===== src/rtl/vid_softstart_pkg.sv =====
// constants for the identification-code and soft-start sequencer
package vid_softstart_pkg;
	localparam int unsigned MCLK_PERIOD_NS = 40;
	localparam int unsigned SW_PERIOD_NS = 4000;
	localparam int unsigned SW_PERIOD_CYC = (SW_PERIOD_NS + MCLK_PERIOD_NS - 1) / MCLK_PERIOD_NS;
	localparam logic [7:0] SW_CNT_LAST = 8'(SW_PERIOD_CYC - 1);
	localparam logic [4:0] CODE_NO_LOAD = 5'h1f;
	localparam logic [4:0] CODE_RESET = 5'h1f;
	localparam logic [10:0] REF_TOP_MV = 11'h60e;
	localparam logic [10:0] REF_STEP_MV = 11'h019;
	localparam logic [10:0] SS_CNT_LAST = 11'h7ff;
	localparam logic [11:0] SS_SPAN = 12'h800;
	localparam logic [7:0] RAMP_I_TOP_UA = 8'ha0;
	localparam int unsigned RAMP_NUM = 7;
	localparam int unsigned RAMP_DEN = 5;
	localparam int unsigned SS_SHIFT = 11;
	localparam logic [3:0] REG_STATUS = 4'h0;
	localparam logic [3:0] REG_MASK = 4'h4;
	localparam logic [3:0] REG_STATE = 4'h8;
	localparam logic [3:0] STATUS_RESET = 4'h0;
	localparam logic [3:0] MASK_RESET = 4'h0;
	localparam int unsigned EV_SHUTDOWN = 0;
	localparam int unsigned EV_SS_DONE = 1;
	localparam int unsigned EV_CODE_TAKEN = 2;
	localparam int unsigned EV_POWER_FAIL = 3;
	typedef enum logic [1:0] {
		ST_SHUTDOWN,
		ST_SOFTSTART,
		ST_RUN
	} seq_state_t;
endpackage


===== src/rtl/vid_softstart_sequencer.sv =====
// supervisory core: code sampling, reference stepping, soft-start, power-good
//
// The implementer's own choices: the placing of the registers and the strobed register port.
`timescale 1ns/100ps
module vid_softstart_sequencer (
	input wire logic i_mclk,
	input wire logic i_resetn,
	input wire logic i_supply_por_ok,
	input wire logic i_enable_above,
	input wire logic i_freq_select_disable,
	input wire logic [4:0] i_voltage_id_code,
	input wire logic i_output_above_uv,
	input wire logic i_fault,
	input wire logic [3:0] i_pwm_mod,
	input wire logic [3:0] i_reg_addr,
	input wire logic [31:0] i_reg_wdata,
	input wire logic i_reg_wr,
	input wire logic i_reg_rd,
	output logic [31:0] o_reg_rdata,
	output logic o_irq,
	output logic [3:0] o_pwm_o,
	output logic [3:0] o_pwm_oe,
	output logic o_power_ok_output_o,
	output logic o_power_ok_output_oe,
	output logic [10:0] o_dac_mv,
	output logic [11:0] o_ramp_mv,
	output logic [7:0] o_ramp_ua,
	output logic [11:0] o_reg_target_mv,
	output logic o_soft_start
);
	logic rst_meta_q;
	logic rst_n_q;
	logic [7:0] sw_cnt_q;
	logic tick;
	logic [4:0] sampled_q;
	logic [4:0] pend_code_q;
	logic pend_valid_q;
	logic [4:0] target_code_q;
	logic [4:0] cur_code_q;
	logic step_phase_q;
	logic code_taken;
	vid_softstart_pkg::seq_state_t state_q;
	logic enable_ok;
	logic [10:0] ss_cnt_q;
	logic [10:0] dac_w;
	logic [24:0] ramp_prod;
	logic [11:0] ramp_w;
	logic [19:0] iramp_prod;
	logic pg_q;
	logic [3:0] status_q;
	logic [3:0] mask_q;
	logic [3:0] events;
	logic ss_done;

	always_ff @(posedge i_mclk or negedge i_resetn) begin
		if (!i_resetn) begin
			rst_meta_q <= 1'b0;
			rst_n_q <= 1'b0;
		end else begin
			rst_meta_q <= 1'b1;
			rst_n_q <= rst_meta_q;
		end
	end

	// oscillator: one tick per channel-1 switching cycle, also the phase clock
	always_ff @(posedge i_mclk or negedge rst_n_q) begin
		if (!rst_n_q) begin
			sw_cnt_q <= 8'h00;
		end else if (!i_freq_select_disable) begin
			sw_cnt_q <= 8'h00;
		end else if (sw_cnt_q == vid_softstart_pkg::SW_CNT_LAST) begin
			sw_cnt_q <= 8'h00;
		end else begin
			sw_cnt_q <= sw_cnt_q + 8'h01;
		end
	end
	assign tick = i_freq_select_disable && (sw_cnt_q == vid_softstart_pkg::SW_CNT_LAST);

	// code sampling and one-cycle validation
	always_ff @(posedge i_mclk or negedge rst_n_q) begin
		if (!rst_n_q) begin
			sampled_q <= vid_softstart_pkg::CODE_RESET;
			pend_code_q <= vid_softstart_pkg::CODE_RESET;
			pend_valid_q <= 1'b0;
			target_code_q <= vid_softstart_pkg::CODE_RESET;
		end else if (tick) begin
			sampled_q <= i_voltage_id_code;
			if (pend_valid_q && i_voltage_id_code == pend_code_q) begin
				target_code_q <= pend_code_q;
				pend_valid_q <= 1'b0;
			end else if (i_voltage_id_code != target_code_q) begin
				pend_code_q <= i_voltage_id_code;
				pend_valid_q <= 1'b1;
			end else begin
				pend_valid_q <= 1'b0;
			end
		end
	end
	assign code_taken = tick && pend_valid_q && (i_voltage_id_code == pend_code_q);

	// steps whenever regulating, soft-start too; in shutdown nothing regulates, so jump
	always_ff @(posedge i_mclk or negedge rst_n_q) begin
		if (!rst_n_q) begin
			cur_code_q <= vid_softstart_pkg::CODE_RESET;
			step_phase_q <= 1'b0;
		end else if (state_q == vid_softstart_pkg::ST_SHUTDOWN) begin
			cur_code_q <= target_code_q;
			step_phase_q <= 1'b0;
		end else if (cur_code_q == target_code_q) begin
			step_phase_q <= 1'b0;
		end else if (tick) begin
			step_phase_q <= !step_phase_q;
			if (step_phase_q) begin
				if (target_code_q > cur_code_q) begin
					cur_code_q <= cur_code_q + 5'h01;
				end else begin
					cur_code_q <= cur_code_q - 5'h01;
				end
			end
		end
	end

	assign enable_ok = i_supply_por_ok && i_enable_above && i_freq_select_disable
		&& (sampled_q != vid_softstart_pkg::CODE_NO_LOAD);
	assign ss_done = tick && (ss_cnt_q == vid_softstart_pkg::SS_CNT_LAST);

	always_ff @(posedge i_mclk or negedge rst_n_q) begin
		if (!rst_n_q) begin
			state_q <= vid_softstart_pkg::ST_SHUTDOWN;
		end else if (!enable_ok) begin
			state_q <= vid_softstart_pkg::ST_SHUTDOWN;
		end else begin
			unique case (state_q)
				vid_softstart_pkg::ST_SHUTDOWN: begin
					state_q <= vid_softstart_pkg::ST_SOFTSTART;
				end
				vid_softstart_pkg::ST_SOFTSTART: begin
					if (ss_done) begin
						state_q <= vid_softstart_pkg::ST_RUN;
					end
				end
				vid_softstart_pkg::ST_RUN: begin
					state_q <= vid_softstart_pkg::ST_RUN;
				end
				default: begin
					state_q <= vid_softstart_pkg::ST_SHUTDOWN;
				end
			endcase
		end
	end

	always_ff @(posedge i_mclk or negedge rst_n_q) begin
		if (!rst_n_q) begin
			ss_cnt_q <= 11'h000;
		end else if (state_q != vid_softstart_pkg::ST_SOFTSTART) begin
			ss_cnt_q <= 11'h000;
		end else if (tick) begin
			ss_cnt_q <= ss_cnt_q + 11'h001;
		end
	end

	assign dac_w = vid_softstart_pkg::REF_TOP_MV
		- 11'(vid_softstart_pkg::REF_STEP_MV * {6'h00, cur_code_q});
	// divide by five is a constant divider; cheaper than a wider multiplier
	assign ramp_prod = 25'(o_dac_mv) * 25'(ss_cnt_q) * 25'(vid_softstart_pkg::RAMP_NUM);
	assign ramp_w = 12'((ramp_prod >> vid_softstart_pkg::SS_SHIFT)
		/ 25'(vid_softstart_pkg::RAMP_DEN));
	assign iramp_prod = 20'(vid_softstart_pkg::RAMP_I_TOP_UA)
		* 20'(vid_softstart_pkg::SS_SPAN - {1'b0, ss_cnt_q});

	always_ff @(posedge i_mclk or negedge rst_n_q) begin
		if (!rst_n_q) begin
			o_dac_mv <= 11'h000;
			o_ramp_mv <= 12'h000;
			o_ramp_ua <= 8'h00;
			o_reg_target_mv <= 12'h000;
		end else begin
			o_dac_mv <= (cur_code_q == vid_softstart_pkg::CODE_NO_LOAD) ? 11'h000 : dac_w;
			if (state_q == vid_softstart_pkg::ST_SOFTSTART) begin
				o_ramp_mv <= ramp_w;
				o_ramp_ua <= 8'(iramp_prod >> vid_softstart_pkg::SS_SHIFT);
				o_reg_target_mv <= (ramp_w < {1'b0, o_dac_mv}) ? ramp_w
					: {1'b0, o_dac_mv};
			end else if (state_q == vid_softstart_pkg::ST_RUN) begin
				o_ramp_mv <= 12'h000;
				o_ramp_ua <= 8'h00;
				o_reg_target_mv <= {1'b0, o_dac_mv};
			end else begin
				o_ramp_mv <= 12'h000;
				o_ramp_ua <= 8'h00;
				o_reg_target_mv <= 12'h000;
			end
		end
	end

	// pwm: modulator bits pass through; enables drop at once in shutdown
	always_ff @(posedge i_mclk or negedge rst_n_q) begin
		if (!rst_n_q) begin
			o_pwm_o <= 4'h0;
		end else begin
			o_pwm_o <= i_pwm_mod;
		end
	end
	assign o_pwm_oe = {4{state_q != vid_softstart_pkg::ST_SHUTDOWN}};
	assign o_soft_start = (state_q == vid_softstart_pkg::ST_SOFTSTART);

	// open drain: pin only ever pulled low, never driven high
	always_ff @(posedge i_mclk or negedge rst_n_q) begin
		if (!rst_n_q) begin
			pg_q <= 1'b0;
		end else begin
			pg_q <= enable_ok && (state_q != vid_softstart_pkg::ST_SHUTDOWN)
				&& i_output_above_uv && !i_fault;
		end
	end
	assign o_power_ok_output_o = 1'b0;
	assign o_power_ok_output_oe = !pg_q;

	assign events[vid_softstart_pkg::EV_SHUTDOWN] = !enable_ok
		&& (state_q != vid_softstart_pkg::ST_SHUTDOWN);
	assign events[vid_softstart_pkg::EV_SS_DONE] = enable_ok && ss_done
		&& (state_q == vid_softstart_pkg::ST_SOFTSTART);
	assign events[vid_softstart_pkg::EV_CODE_TAKEN] = code_taken;
	assign events[vid_softstart_pkg::EV_POWER_FAIL] = pg_q && !(enable_ok
		&& i_output_above_uv && !i_fault);

	// a new event beats a simultaneous write-one clear
	always_ff @(posedge i_mclk or negedge rst_n_q) begin
		if (!rst_n_q) begin
			status_q <= vid_softstart_pkg::STATUS_RESET;
		end else begin
			status_q <= (status_q & ~((i_reg_wr && i_reg_addr == vid_softstart_pkg::REG_STATUS)
				? i_reg_wdata[3:0] : 4'h0)) | events;
		end
	end

	always_ff @(posedge i_mclk or negedge rst_n_q) begin
		if (!rst_n_q) begin
			mask_q <= vid_softstart_pkg::MASK_RESET;
		end else if (i_reg_wr && i_reg_addr == vid_softstart_pkg::REG_MASK) begin
			mask_q <= i_reg_wdata[3:0];
		end
	end
	assign o_irq = |(status_q & mask_q);

	always_ff @(posedge i_mclk or negedge rst_n_q) begin
		if (!rst_n_q) begin
			o_reg_rdata <= 32'h0000_0000;
		end else if (i_reg_rd) begin
			unique case (i_reg_addr)
				vid_softstart_pkg::REG_STATUS: o_reg_rdata <= {28'h0000000, status_q};
				vid_softstart_pkg::REG_MASK: o_reg_rdata <= {28'h0000000, mask_q};
				vid_softstart_pkg::REG_STATE: o_reg_rdata <= {8'h00, o_dac_mv, target_code_q,
					cur_code_q, pg_q, state_q};
				default: o_reg_rdata <= 32'h0000_0000;
			endcase
		end else begin
			o_reg_rdata <= 32'h0000_0000;
		end
	end
endmodule


===== config.mk =====
export PLATFORM = sky130hd
export DESIGN_NAME = vid_softstart_sequencer
export DESIGN_NICKNAME = d
export VERILOG_FILES = /design/src/rtl/vid_softstart_pkg.sv /design/src/rtl/vid_softstart_sequencer.sv
export SDC_FILE = /design/constraint.sdc
export NUM_CORES = 1
export LEC_CHECK = 0
export BUFFER_PORTS_ARGS = -buffer_cell sky130_fd_sc_hd__buf_2
export CAP_MARGIN = 10
export CELL_PAD_IN_SITES_DETAIL_PLACEMENT = 0
export CELL_PAD_IN_SITES_GLOBAL_PLACEMENT = 2
export CORE_MARGIN = 8
export CORE_UTILIZATION = 41
export DETAILED_ROUTE_END_ITERATION = 6
export PLACE_DENSITY = 0.9
export SLEW_MARGIN = 25
export SYNTH_ARGS = -nofsm -noshare
export SYNTH_HDL_FRONTEND = slang
export SYNTH_SLANG_ARGS = --single-unit

===== constraint.sdc =====
create_clock -name i_mclk -period 8.71 [get_ports i_mclk]
set_input_delay 1.3065 -clock i_mclk [delete_from_list [all_inputs] [get_ports i_mclk]]
set_output_delay 1.3065 -clock i_mclk [all_outputs]
set_load 0.005 [all_outputs]

==> metrics.txt <==
Final Worst Setup Slack=-2830 ps; Psw=397 uW; post-route clock skew=17.2 ps; worst hold path type=register to async pin; boundary pin count=141; Comb pwr share=8.9%; detailed-placement wirelength estimate=30000 um; fin area=18800 sq um; placer congestion estimate=0.898; initial antenna violation count=0; DIE WIDTH=198 um; DR iter-0 viols=731; htree depth=4; CTS root buffer=clkbuf_16; crit end category=register; Slew Limit Headroom=43.7%; setup TNS=-40810 ps; Reg2Reg Depth=57; most frequent cell after synthesis=inv_1; Clock Path Buffers=2; vias in the first global route=12.4k; clk slew on worst S/H paths=70 ps; Primary FF master, synth=dfrtp_1; actual slew at the worst max-slew pin=837 ps; number of flops mapped to enable cells by yosys=0; port bufs=103; CTS tree=yes; total power=1.49 mW; P_int=1.09 mW; CP max stage cell=fa_1; area post-placement=16500 sq um; WHS=318 ps; DRC=0; Distinct cells, synth=89; total track usage=19.7%; Peak Freq=0.0867 GHz; ys async rst share=100%; r2r setup slk=-2830 ps; Hold Fails Final Rpt=0; Gate Count Post-Synth=1514; syn_area_per_cell=8.93 sq um; cts hold-fix bufs=0; total iterations of the first detailed-routing run=5; CP required=9060 ps; Max Transition Viols Final=0; clock net sink count=125; Critical Path Max Stage Delay=540 ps; CP Launch Type=register; Via Count=12.2k; CP Class=register to register; Row Count=66; first-pass GRT wire length=62500 um; post-synth design cell area=13500 sq um; post-synth top area cell=dfrtp_1; most frequent CP cell=a21oi_2; largest net degree at the start of global routing=81; sequential fraction of the synthesis area=23.3%; failing checks=negative setup slack; Sw Share=26.6%; GRT overflow=0; final period utilization=132%; TritonCTS buffer count=17; routed len/inst=16.6 um; YS warnings=0; VDD IR max=0.127 mV; total wire length=39100 um; die height=198 um; starting density of the core=41.6%; Crit path arrival time=11880 ps; full die area=39100 sq um; DRT antenna net count=0; share of the synthesized area in the top cell type=19.4%; ANT cells=0; min Tclk post-route=11540 ps; RSZ-0062 raised after global routing=true; status=complete, but fails checks; Seq pwr share=41.3%; Max-cap violations=0; Area Overhead vs Synth=39.0%; Power Density=79.3 nW/um^2; clock share of power=49.8%; leakage=9.64 nW; clk_lat worst skew=420 ps; Synth area leaders=dfrtp_1 (19%), fa_1 (14%), ha_1 (14%); Placed Instances=2267; Setup Viol. Count Final=18; crit-path max FO=6; Seq cells post-synth=125; Finished Layout Cells=2356; Synth top cells by count=inv_1 (186), ha_1 (152), nor2_1 (139); nets@finish=2203; core area=32500 sq um; layout cells sized above 1=37.6%; Vias per Instance=5.17
==> per-stage QoR <==
stage | util (%) | setup WS (ps)
2_1_floorplan | - | -2750
3_3_place_gp | 50.7 | -2820
3_5_place_dp | 50.7 | -3110
4_1_cts | 55.7 | -2590
5_1_grt | 57.8 | -3340
6_report | 57.8 | -2830
==> power by group through the flow <==
stage | Sequential, mW | Clock [mW] | Combinational [mW]
after CTS | 0.615 | 0.755 | 0.127
after detailed placement | 0.625 | 0 | 0.120
after global placement | 0.624 | 0 | 0.119
after floorplan | 0.623 | 0 | 0.0596
final | 0.616 | 0.743 | 0.132
after global routing | 0.618 | 0.778 | 0.145
==> layer usage <==
| metal | up-vias | track usage, % | wire, um |
|---|---|---|---|
| li1 | 5833 | - | - |
| met1 | 6010 | 27.4 | 18300 |
| met2 | 304 | 31.9 | 18200 |
| met5 | - | 0 | 0 |
| met3 | 35 | 2.64 | 1840 |
| met4 | 0 | 5.17 | 768 |
==> path summary, 6_finish.rpt <==
kind,startpoint,to
max,o_dac_mv[3],o_reg_target_mv[3]
min,rst_n_q,o_reg_target_mv[9]
max reg2reg,o_dac_mv[3],o_reg_target_mv[3]
min reg2reg,rst_n_q,o_reg_target_mv[9]
max in group asynchronous,rst_n_q,ss_cnt_q[3]
min in group i_mclk,rst_meta_q,rst_n_q
==> cells in the final DEF, fill, tap and decap left out, types with 9 or more instances in the layout <==
cell type and n:
o21ai_0 20, nand2b_1 10, clkbuf_16 17, buf_6 28
mux2_2 14, nand3_1 31, ha_1 127, fa_1 94
dfstp_2 20, buf_2 103, and2_1 68, nand4_1 14
nor2b_1 11, o211ai_1 9, nor3_1 15, o21ai_1 10
nor2_1 130, nand2_2 9, and3_1 10, nand2_1 104
nor4_1 12, inv_1 179, conb_1 11, a21o_1 28
ha_4 19, mux2i_1 10, xnor2_1 60, o21bai_1 11
a21oi_1 39, buf_4 306, xor2_1 30, dfrtp_1 97
a21oi_2 22
==> kinds of logic after synthesis <==
logic type	count (synthesis)	synth area share, %
AOI/OAI and AO/OA	247	13.1
xor gates and xnor gates	105	6.85
adders and majority gates	250	28.4
buffers and inverters	273	8.38
DFF	125	23.3
muxes	30	2.45
other	2	0.0555
and+or+nand+nor	482	17.4
==> worst max-delay path, delay by kind of cell (launching register included) <==
family	cells	cell delay, ps
AND/OR/NAND/NOR	12	1450
flip-flops	1	460
AO/OA/AOI/OAI	23	4110
buffers and inverters	9	1260
multiplexers	1	330
adder cells (fa/ha/maj)	9	3260
XOR/XNOR	3	570
==> repair_timing <==
action | in CTS | in global routing
setup endpoints to repair | 22 | 22
cloned | 2 | 1
setup buffers | 32 | 25
resized for setup | 135 | 100
pin swaps | 102 | 85
==> layout make-up <==
cell class	instances	area, sq um
tap	442	553
multi-input combinational	1127	10600
fill	2810	13700
timing repair buffer	440	3160
clock buffer	18	439
sequential	125	3170
clock inverter	14	174
inverter	190	721
==> flip-flops by register name, summed over array words and instances, names as in the netlist, 2 cells and up <==
register	flops
cur_code_q	5
o_ramp_mv	12
mask_q	4
status_q	4
state_q	2
o_reg_target_mv	12
o_dac_mv	11
pend_code_q	5
sampled_q	5
o_pwm_o	4
o_reg_rdata	24
target_code_q	5
sw_cnt_q	8
o_ramp_ua	8
ss_cnt_q	11
No activity file was read; power rests on OpenSTA's default activity.
